## config.mk

```make
export PLATFORM = sky130hd
export DESIGN_NAME = bit_op_clear_file_exec
export DESIGN_NICKNAME = d
export VERILOG_FILES = /design/src/hdl/bit_op_pkg.sv /design/src/hdl/bit_op_clear_file_exec.sv
export VERILOG_INCLUDE_DIRS = /design/src /design/src/hdl
export SDC_FILE = /design/constraint.sdc
export NUM_CORES = 1
export LEC_CHECK = 0
export CORE_MARGIN = 2
export CORE_UTILIZATION = 65
export CTS_CLUSTER_SIZE = 12
export DETAILED_ROUTE_END_ITERATION = 8
export DONT_BUFFER_PORTS = 1
export PLACE_DENSITY_LB_ADDON = 0.12
export SLEW_MARGIN = 25
export SYNTH_ARGS = -nofsm -noshare
export SYNTH_HDL_FRONTEND = slang
export SYNTH_SLANG_ARGS = --single-unit
```

## constraint.sdc

```tcl
create_clock -name clk_in -period 5 [get_ports clk_in]
set_clock_uncertainty 0.2 [all_clocks]
set_input_delay 0.5 -clock clk_in [delete_from_list [all_inputs] [get_ports clk_in]]
set_output_delay 0.5 -clock clk_in [all_outputs]
set_load 0.01 [all_outputs]
```

## src/hdl/bit_op_regs.svh

```systemverilog
`ifndef BIT_OP_REGS_SVH
`define BIT_OP_REGS_SVH
`define OPC_BIT_CLEAR 4'h4
`define OPC_BIT_SET 4'h5
`define OPC_TEST_ZERO 4'h6
`define OPC_TEST_ONE 4'h7
`define OPC_CLEAR_PREFIX 7'h03
`define NO_OPERATION_WORD 14'h0000
`define OPC_HI_POS 13
`define OPC_LO_POS 10
`define BIT_HI_POS 9
`define BIT_LO_POS 7
`define ADDR_HI_POS 6
`define CLEAR_HI_POS 13
`define CLEAR_LO_POS 7
`define RESET_WORD 14'h0000
`define RESET_ADDR 7'h00
`define RESET_DATA 8'h00
`endif

```

## src/hdl/bit_op_pkg.sv

```systemverilog
package bit_op_pkg;
  typedef enum logic [2:0] {
    OP_NONE = 3'b000,
    OP_BIT_CLEAR = 3'b001,
    OP_BIT_SET = 3'b010,
    OP_TEST_ZERO = 3'b011,
    OP_TEST_ONE = 3'b100,
    OP_CLEAR_REG = 3'b101
  } op_kind_t;

  typedef enum logic [0:0] {
    ST_RUN = 1'b0,
    ST_FLUSH = 1'b1
  } exec_state_t;

  typedef struct packed {
    logic wr_en;
    logic [6:0] addr;
    logic [7:0] data;
  } file_write_t;

  typedef struct packed {
    logic zero_set;
    logic skip;
    logic flush;
  } exec_status_t;
endpackage

```

## src/hdl/bit_op_clear_file_exec.sv

```systemverilog
`timescale 1ns/1ns
`include "bit_op_regs.svh"

module bit_op_clear_file_exec (
  input wire logic clk_in,
  input wire logic rst_b_in,
  input wire logic instr_valid_in,
  input wire logic [13:0] instr_in,
  input wire logic [7:0] file_rd_data_in,
  output logic [6:0] file_rd_addr_out,
  output logic file_wr_en_out,
  output logic [6:0] file_wr_addr_out,
  output logic [7:0] file_wr_data_out,
  output logic zero_set_out,
  output logic skip_out,
  output logic flush_out,
  output logic [13:0] exec_word_out,
  output logic busy_out
);

  bit_op_pkg::op_kind_t op_kind;
  bit_op_pkg::exec_state_t state_r;
  bit_op_pkg::exec_state_t state_nxt;
  bit_op_pkg::file_write_t wr_r;
  bit_op_pkg::file_write_t wr_nxt;
  bit_op_pkg::exec_status_t status_r;
  bit_op_pkg::exec_status_t status_nxt;
  logic [13:0] word_r;
  logic [2:0] bit_idx;
  logic [6:0] file_addr;
  logic sel_bit;
  logic take_skip;
  logic word_taken;

  function automatic bit_op_pkg::op_kind_t decode_op(input logic [13:0] w);
    bit_op_pkg::op_kind_t k;
    k = bit_op_pkg::OP_NONE;
    case (w[`OPC_HI_POS:`OPC_LO_POS])
      `OPC_BIT_CLEAR: k = bit_op_pkg::OP_BIT_CLEAR;
      `OPC_BIT_SET: k = bit_op_pkg::OP_BIT_SET;
      `OPC_TEST_ZERO: k = bit_op_pkg::OP_TEST_ZERO;
      `OPC_TEST_ONE: k = bit_op_pkg::OP_TEST_ONE;
      default: begin
        if (w[`CLEAR_HI_POS:`CLEAR_LO_POS] == `OPC_CLEAR_PREFIX) begin
          k = bit_op_pkg::OP_CLEAR_REG;
        end
      end
    endcase
    return k;
  endfunction

  // One-hot mask of the bit index
  function automatic logic [7:0] bit_mask_of(input logic [2:0] idx);
    logic [7:0] mask;
    mask = 8'h01 << idx;
    return mask;
  endfunction

  // Rewrite one bit, keep the rest
  function automatic logic [7:0] write_bit(
    input logic [7:0] data,
    input logic [2:0] idx,
    input logic value
  );
    logic [7:0] res;
    if (value) begin
      res = data | bit_mask_of(idx);
    end else begin
      res = data & ~bit_mask_of(idx);
    end
    return res;
  endfunction

  function automatic logic read_bit(input logic [7:0] data, input logic [2:0] idx);
    logic b;
    b = data[idx];
    return b;
  endfunction

  function automatic logic skip_taken(input bit_op_pkg::op_kind_t k, input logic b);
    logic s;
    case (k)
      bit_op_pkg::OP_TEST_ZERO: s = ~b;
      bit_op_pkg::OP_TEST_ONE: s = b;
      default: s = 1'b0;
    endcase
    return s;
  endfunction

  assign bit_idx = instr_in[`BIT_HI_POS:`BIT_LO_POS];
  assign file_addr = instr_in[`ADDR_HI_POS:0];
  assign sel_bit = read_bit(file_rd_data_in, bit_idx);
  assign file_rd_addr_out = file_addr;

  assign word_taken = instr_valid_in && (state_r == bit_op_pkg::ST_RUN);

  always_comb begin
    op_kind = bit_op_pkg::OP_NONE;
    if (word_taken) begin
      op_kind = decode_op(instr_in);
    end
  end

  always_comb begin
    take_skip = skip_taken(op_kind, sel_bit);
  end

  always_comb begin
    wr_nxt = '{wr_en: 1'b0, addr: file_addr, data: file_rd_data_in};
    status_nxt = '{zero_set: 1'b0, skip: take_skip, flush: 1'b0};
    case (op_kind)
      bit_op_pkg::OP_BIT_CLEAR: begin
        wr_nxt.wr_en = 1'b1;
        wr_nxt.data = write_bit(file_rd_data_in, bit_idx, 1'b0);
      end
      bit_op_pkg::OP_BIT_SET: begin
        wr_nxt.wr_en = 1'b1;
        wr_nxt.data = write_bit(file_rd_data_in, bit_idx, 1'b1);
      end
      bit_op_pkg::OP_CLEAR_REG: begin
        wr_nxt.wr_en = 1'b1;
        wr_nxt.data = `RESET_DATA;
        status_nxt.zero_set = 1'b1;
      end
      default: begin
        wr_nxt.wr_en = 1'b0;
      end
    endcase
    if (state_r == bit_op_pkg::ST_FLUSH) begin
      status_nxt.flush = 1'b1;
    end
  end

  always_comb begin
    state_nxt = bit_op_pkg::ST_RUN;
    case (state_r)
      bit_op_pkg::ST_RUN: begin
        if (take_skip) begin
          state_nxt = bit_op_pkg::ST_FLUSH;
        end else begin
          state_nxt = bit_op_pkg::ST_RUN;
        end
      end
      bit_op_pkg::ST_FLUSH: begin
        state_nxt = bit_op_pkg::ST_RUN;
      end
      default: begin
        state_nxt = bit_op_pkg::ST_RUN;
      end
    endcase
  end

  always_ff @(posedge clk_in or negedge rst_b_in) begin
    if (!rst_b_in) begin
      state_r <= bit_op_pkg::ST_RUN;
    end else begin
      state_r <= state_nxt;
    end
  end

  always_ff @(posedge clk_in or negedge rst_b_in) begin
    if (!rst_b_in) begin
      wr_r.wr_en <= 1'b0;
      wr_r.addr <= `RESET_ADDR;
      wr_r.data <= `RESET_DATA;
    end else begin
      wr_r <= wr_nxt;
    end
  end

  always_ff @(posedge clk_in or negedge rst_b_in) begin
    if (!rst_b_in) begin
      status_r.zero_set <= 1'b0;
      status_r.skip <= 1'b0;
      status_r.flush <= 1'b0;
    end else begin
      status_r <= status_nxt;
    end
  end

  always_ff @(posedge clk_in or negedge rst_b_in) begin
    if (!rst_b_in) begin
      word_r <= `RESET_WORD;
    end else if (state_r == bit_op_pkg::ST_FLUSH) begin
      word_r <= `NO_OPERATION_WORD;
    end else if (instr_valid_in) begin
      word_r <= instr_in;
    end else begin
      word_r <= `NO_OPERATION_WORD;
    end
  end

  assign file_wr_en_out = wr_r.wr_en;
  assign file_wr_addr_out = wr_r.addr;
  assign file_wr_data_out = wr_r.data;
  assign zero_set_out = status_r.zero_set;
  assign skip_out = status_r.skip;
  assign flush_out = status_r.flush;
  assign exec_word_out = word_r;
  assign busy_out = (state_r == bit_op_pkg::ST_FLUSH);

endmodule

```

# Word level (Yosys, flattened, before mapping)
# Cells that the tools add are included.
[classes] n_addsub=0 multipliers=0 div=0 order_cmp=1 eq_ne=10 n_shift=1 muxes=14 n_bitwise=5 n_reduce_logical=2
[ops] cell="$mux W14" count=2
[ops] cell="$pmux W8 S3" count=1
[ops] cell="$eq A4 B3 Y1 const B" count=4
[ops] cell="$pmux W3 S4" count=1
[ops] cell="$and A8 B8 Y8" count=1
[ops] cell="$not A8 Y8" count=1
[ops] cell="$or A8 B8 Y8" count=1
[ops] cell="$shl A1 B3 Y8 const A" count=1
[ops] cell="$eq A7 B2 Y1 const B" count=1
[ops] cell="$eq A3 B2 Y1 const B" count=2
[ops] cell="$eq A3 B3 Y1 const B" count=2
[ops] cell="$mux W3" count=2
[ops] cell="$mux W1" count=5
[ops] cell="$lt A3 B4 Y1 const B" count=1
[ops] cell="$pmux W1 S2" count=2
[ops] cell="$bmux W1 S3" count=1
[ops] cell="$eq A3 B1 Y1 const B" count=1
[ops] cell="$reduce_or A3 Y1" count=1
[ops] cell="$not A1 Y1" count=2
[ops] cell="$logic_and A1 B1 Y1" count=1
[word_totals] register_bits=34 latchBits=0 ramBits=0 rom_bits=0 input_bits=25 out_inout_bits=41 elab_cells=41 memories=0

# Logic depth before layout (Yosys ltp)
# Gate-level depths: netlist of the first run.
[logic_depth] ltp_word=8 ltp_mapped=5 ltp_nobuf=4

# Worst setup path after synthesis of the first run
# OpenSTA, ideal clock, no wires.
[synth_timing] path_kind="input-to-reg" from="input instr_in[11]" to="register wr_r, in the netlist file_wr_data_out[1]" arrival_time_ps=1392 slack_ps=3286 cell_stages=4 n_path_buf=0 cell_sequence="nor4b_4 -> o211a_4 -> o21ai_1 -> a32o_1"
[synth_lines] element="from (decl)" line_no="bit_op_clear_file_exec.sv:8" source="input wire logic [13:0] instr_in,"
[synth_lines] element="to (signal assigned)" line_no="bit_op_clear_file_exec.sv:167" source="wr_r <= wr_nxt;"
[synth_lines] element="to (decl)" line_no="bit_op_clear_file_exec.sv:24" source="bit_op_pkg::file_write_t wr_r;"

==> flow_metrics.env, run 1 <==
export IMPL_cp_end_kind="flip-flop"
export IMPL_synth_area_per_cell_um2=12.2
export IMPL_dp_hpwl_um=1770
export IMPL_yosysMostFrequentCell="dfrtp_1"
export IMPL_std_cell_rows=17
export IMPL_synth_area_top_cells="dfrtp_1 (59%), and2_1 (4.8%), buf_4 (4.7%), o21ai_1 (2.4%), a32o_1 (2.1%)"
export IMPL_setup_violations=0
export IMPL_slew_violations=0
export IMPL_p_leak_uw=0.000702
export IMPL_grt_overflow=0
export IMPL_critPathMaxFanout=7
export IMPL_synth_top_area_cell="dfrtp_1"
export IMPL_grt_usage_pct=23.2
export IMPL_first_iter_violations=16
export IMPL_antenna_found_initial=0
export IMPL_hold_viol=0
export IMPL_synth_nets=144
export IMPL_ys_types=38
export IMPL_synth_edff_count=0
export IMPL_period_needed_ns=1.82
export IMPL_hold_class="in2reg"
export IMPL_pwr_share_clk_pct=31.3
export IMPL_p_total_uw=498
export IMPL_ys_seq_area_share_pct=58.8
export IMPL_num_io_pins=66
export IMPL_dp_slack_ns=3.16
export IMPL_crit_type="reg2reg"
export IMPL_ys_warn_count=0
export IMPL_die_area_um2=2620
export IMPL_synthTopCellsByCount="dfrtp_1 (34), and2_1 (11), buf_4 (9)"
export IMPL_slew_headroom_pct=63.9
export IMPL_final_util_pct=72.2
export IMPL_irDropWorstVdd_v=0.000211
export IMPL_gp_congestion=0.809
export IMPL_status="complete, no violations"
export IMPL_start_kind="flip-flop"
export IMPL_firstDrtPassIters=4
export IMPL_p_seq_share_pct=60.5
export IMPL_drt_antenna_violating_nets=0
export IMPL_cts_tree="yes"
export IMPL_finalSetupTns_ns=0
export IMPL_synthesis_area_um2=1450
export IMPL_grt_pass1_vias=865
export IMPL_root_buffer="clkbuf_4"
export IMPL_core_um2=2150
export IMPL_ys_ff_latch=34
export IMPL_synthArstFlopShare_pct=100
export IMPL_wire_per_inst_um=17.2
export IMPL_intPower_uw=377
export IMPL_grt_pass1_wl_um=4280
export IMPL_nets=148
export IMPL_area_growth_pct=7.17
export IMPL_maxCapViolCount=0
export IMPL_synth_top_area_share_pct=58.8
export IMPL_synthCells=119
export IMPL_clk_pin_slew_worst_paths_ns=0.11
export IMPL_via_count=890
export IMPL_rsz0062_at_grt="no"
export IMPL_worstMarginPinSlew_ns=0.540
export IMPL_power_density_nw_per_um2=321
export IMPL_ctsHtreeMaxLevel=2
export IMPL_cts_sinks=34
export IMPL_fin_crit_sh_pct=36.5
export IMPL_post_cts_setup_buffers=0
export IMPL_p_switching_uw=121
export IMPL_worstPathArrival_ns=1.84
export IMPL_synth_main_ff_cell="dfrtp_1"
export IMPL_drc=0
export IMPL_die_h_um=51.2
export IMPL_crit_required_ns=5.01
export IMPL_antenna_cells=0
export IMPL_timing_fmax_mhz=549
export IMPL_cts_resized=0
export IMPL_wirelength_um=2610
export IMPL_cts_inserted_buffers=5
export IMPL_comb_power_share_pct=8.1
export IMPL_switching_share_pct=24.2
export IMPL_grt_max_degree=35
export IMPL_die_w_um=51.2
export IMPL_start_util_pct=67.4
export IMPL_routed_via_density=5.86
export IMPL_cts_path_max_buffers=2
export IMPL_clock_latency_ns=0.33
export IMPL_final_layout_size_suffix_gt1_share_pct=14.5
export IMPL_io_buffers=0
export IMPL_worst_slack_ns=3.18
[power groups by stage]
| stage | sequential [uW] | combinational, uW | clock [uW] |
|---|---|---|---|
| 2_1_floorplan | 305 | 36.8 | 0 |
| 3_3_place_gp | 307 | 27.1 | 0 |
| 3_5_place_dp | 307 | 28.0 | 0 |
| 4_1_cts | 302 | 40.9 | 158 |
| 5_1_grt | 303 | 45.7 | 170 |
| 6_report | 301 | 40.5 | 156 |
[repair_timing]
item / in CTS / in global routing
hold endpoints to repair: 42 / 0
hold buffers: 10 / 0
setup endpoints to repair: 0 / 0
[cell usage in the layout (no fill, tap or decap), types with 2 or more instances in the layout]
| cell type | n |
|---|---|
| a32o_1 | 3 |
| and2_1 | 11 |
| and3_1 | 2 |
| clkbuf_4 | 5 |
| dfrtp_1 | 34 |
| dlygate4sd3_1 | 9 |
| inv_1 | 4 |
| mux2i_1 | 2 |
| nand2_1 | 6 |
| nor2_1 | 8 |
| nor2b_1 | 2 |
| nor3_1 | 3 |
| o21ai_1 | 7 |
| o2bb2ai_1 | 2 |
[state kept, by name, indices dropped and copies added, names as in the netlist]
name and count:
file_wr_addr_out 7, exec_word_out 14, busy_out 1, skip_out 1
zero_set_out 1, file_wr_data_out 8, flush_out 1, file_wr_en_out 1
[logic make-up (layout without fill, tap and decap cells)]
logic type	after synthesis	count (layout)	synth area share (%)
multiplexers	4	4	2.94
AND/OR/NAND/NOR	41	41	16.9
flip-flops	34	34	58.8
AO/OA/AOI/OAI	23	23	13.3
buffers and inverters	17	22	8.04
[path summary, 6_finish.rpt]
check	to	slack, ns	startpoint	cells after the start
setup / recovery	file_wr_data_out[1]	3.18	busy_out	4
hold / removal	exec_word_out[4]	0.09	instr_in[4]	1
setup reg to reg	file_wr_data_out[1]	3.18	busy_out	4
hold reg to reg	flush_out	0.37	busy_out	0
max in group asynchronous	file_wr_data_out[6]	4.00	rst_b_in	2
min in group asynchronous	exec_word_out[11]	0.41	rst_b_in	2
[stage by stage]
stage / instances / cell area [um2] / hold slack [ns]
5_1_grt: 152 / 1550 / 0.0710
2_1_floorplan: 119 / 1450 / 0.00441
6_report: 152 / 1550 / 0.0894
3_5_place_dp: 134 / 1380 / 0.00505
3_3_place_gp: 134 / 1380 / 0.00503
4_1_cts: 152 / 1550 / 0.0793
[final cells by class]
cell class	instances	area (um2)
Sequential cell	34	851
Timing Repair Buffer	10	110
Fill cell	152	597
Multi-Input combinational cell	68	480
Tap cell	28	35.0
Inverter	4	15.0
Clock inverter	1	5.00
Clock buffer	7	55.1
[critical path: stages, from the launching register on]
cell and delay [ns]:
dfrtp_1 0.49, nor4b_4 0.43, o211a_4 0.28, o21ai_1 0.07, a32o_1 0.23
[routing by layer]
| metal | up-vias | wire length (um) | track usage (%) |
|---|---|---|---|
| met2 | 45 | 1230 | 34.0 |
| met4 | 0 | 31 | 9.46 |
| met3 | 4 | 241 | 10.8 |
| met5 | - | 0 | 0 |
| li1 | 410 | - | - |
| met1 | 431 | 1110 | 29.8 |
Note: power is estimated with default switching activity, not from simulation.
==> inputs of run 2 (changes only) <==
Settings changed: CORE_UTILIZATION 65 to 60.
Clock period 5 ns to 1.7 ns, I/O delays scaled along.
==> run 2 against run 1 <==
  * Power rose to 3.0 times the previous value
  * Sequential power rose to 2.9 times the previous value
  * Utilization up 5.5 points
  * Largest power group unchanged
  * Global-route usage down 1.2 points
  * Sequential share of layout area down 6.3 points
  * Critical path type unchanged
  * Cell count up 13%
  * Routed wire length up 12%
==> flow_metrics.env, run 2 (synthesis gave the netlist of run 1 again) <==
export IMPL_die_w_um=53.1
export IMPL_std_cell_rows=17
export IMPL_final_layout_size_suffix_gt1_share_pct=16.0
export IMPL_path_cells="nor4b_4, o211a_4, o21ai_1, a32o_1"
export IMPL_hold_class="in2reg"
export IMPL_clk_pin_slew_worst_paths_ns=0.10
export IMPL_final_common_cell="dfrtp_1"
export IMPL_cp_end_kind="flip-flop"
export IMPL_wire_per_inst_um=17.1
export IMPL_grt_usage_pct=22.0
export IMPL_cts_inserted_buffers=5
export IMPL_min_path_cells=3
export IMPL_num_io_pins=66
export IMPL_critPathMaxFanout=7
export IMPL_dp_slack_ns=0.115
export IMPL_p_leak_uw=0.000809
export IMPL_slowest_delay_ns=0.43
export IMPL_firstDrtPassIters=4
export IMPL_period_needed_ns=1.67
export IMPL_drc=0
export IMPL_grt_pass1_wl_um=4330
export IMPL_start_util_pct=64.2
export IMPL_routed_via_density=5.74
export IMPL_irDropWorstVdd_v=0.000585
export IMPL_drt_antenna_violating_nets=0
export IMPL_cts_path_max_buffers=2
export IMPL_fin_crit_sh_pct=98.5
export IMPL_core_um2=2250
export IMPL_antenna_found_initial=0
export IMPL_grt_overflow=0
export IMPL_clock_latency_ns=0.32
export IMPL_area_growth_pct=21.0
export IMPL_die_h_um=53.1
export IMPL_largest_reg_flops=14
export IMPL_nets=168
export IMPL_power_density_nw_per_um2=863
export IMPL_grt_max_degree=35
export IMPL_maxCapViolCount=0
export IMPL_cts_sinks=34
export IMPL_finalNonFillerCells=172
export IMPL_rsz0062_at_grt="yes"
export IMPL_ctsHtreeMaxLevel=2
export IMPL_worstPathArrival_ns=1.69
export IMPL_antenna_cells=0
export IMPL_dp_cells=137
export IMPL_fin_area_um2=1750
export IMPL_crit_type="reg2reg"
export IMPL_cp_slowest_cell="dfrtp_1"
export IMPL_slew_violations=0
export IMPL_wirelength_um=2940
export IMPL_hold_ws_ns=0.0265
export IMPL_cts_tree="yes"
export IMPL_worst_r2r_cell_count=4
export IMPL_slew_headroom_pct=65.3
export IMPL_gp_congestion=0.825
export IMPL_worstMarginPinSlew_ns=0.508
export IMPL_die_area_um2=2820
export IMPL_setup_violations=0
export IMPL_start_kind="flip-flop"
export IMPL_timing_fmax_mhz=597
export IMPL_postPlaceCellArea_um2=1400
export IMPL_first_iter_violations=9
export IMPL_dp_hpwl_um=1840
export IMPL_worst_slack_ns=0.0258
export IMPL_io_buffers=0
export IMPL_hold_viol=0
export IMPL_final_cell_mix="dfrtp_1 (34), dlygate4sd3_1 (23), and2_1 (11)"
export IMPL_grt_pass1_vias=923
export IMPL_via_count=987
export IMPL_root_buffer="clkbuf_4"
export IMPL_crit_required_ns=1.72
export IMPL_status="complete, no violations"
## run 2: changes by cell type in the layout (fill, tap and decap cells not counted), sizes merged
cell,change
dlygate4sd3,+14
buf,+4
dlymetal6s4s,+2
## run 2: path summary, 6_finish.rpt
check / from / to / slack (ns)
setup reg to reg: busy_out / file_wr_data_out[4] / 0.03
hold reg to reg: busy_out / flush_out / 0.42
hold / removal: instr_in[12] / skip_out / 0.03
setup / recovery: busy_out / file_wr_data_out[4] / 0.03
max in group asynchronous: rst_b_in / file_wr_addr_out[3] / 1.03
min in group asynchronous: rst_b_in / exec_word_out[13] / 0.09
## run 2: timing repair
item	CTS	global route
gates resized for setup	0	3
buffers inserted	0	1
hold endpoints to repair	67	0
hold buffers	26	0
setup endpoints to repair	0	8
## run 2: area by class of cell
class	instances	area (um2)
fillers	160	503
well taps	28	35.0
clock buffers	7	55.1
clock inverters	1	5.00
multi-input cells	68	485
repair buffers	30	305
flip-flops and latches	34	851
inverters	4	15.0
## run 2: stage by stage
step | utilization [%] | setup TNS (ns) | power (uW)
after floorplan | - | 0 | 1010
after global placement | 62.3 | 0 | 986
after detailed placement | 62.3 | 0 | 990
after CTS | 76.9 | 0 | 1520
after global routing | 77.7 | -0.247 | 1590
final | 77.7 | 0 | 1510
## run 2: worst max-delay path: cells and delay by family, from the launching register on
kind	cells	cell delay, ns
AO/OA/AOI/OAI	3	0.54
flip-flops	1	0.43
AND/OR/NAND/NOR	1	0.39
## run 2: report_power, final
part           total, uW  internal, uW  switching [uW]
clock                453           200             253
sequential           885           848            36.8
combinational        173          89.7            83.1
## run 2: metal layers
metal	global-route usage (%)	part of all wire [%]	up-vias
li1	-	-	456
met1	28.3	43	472
met5	0	0	-
met3	7.34	9.0	5
met2	33.5	47	54
met4	10.3	1.2	0
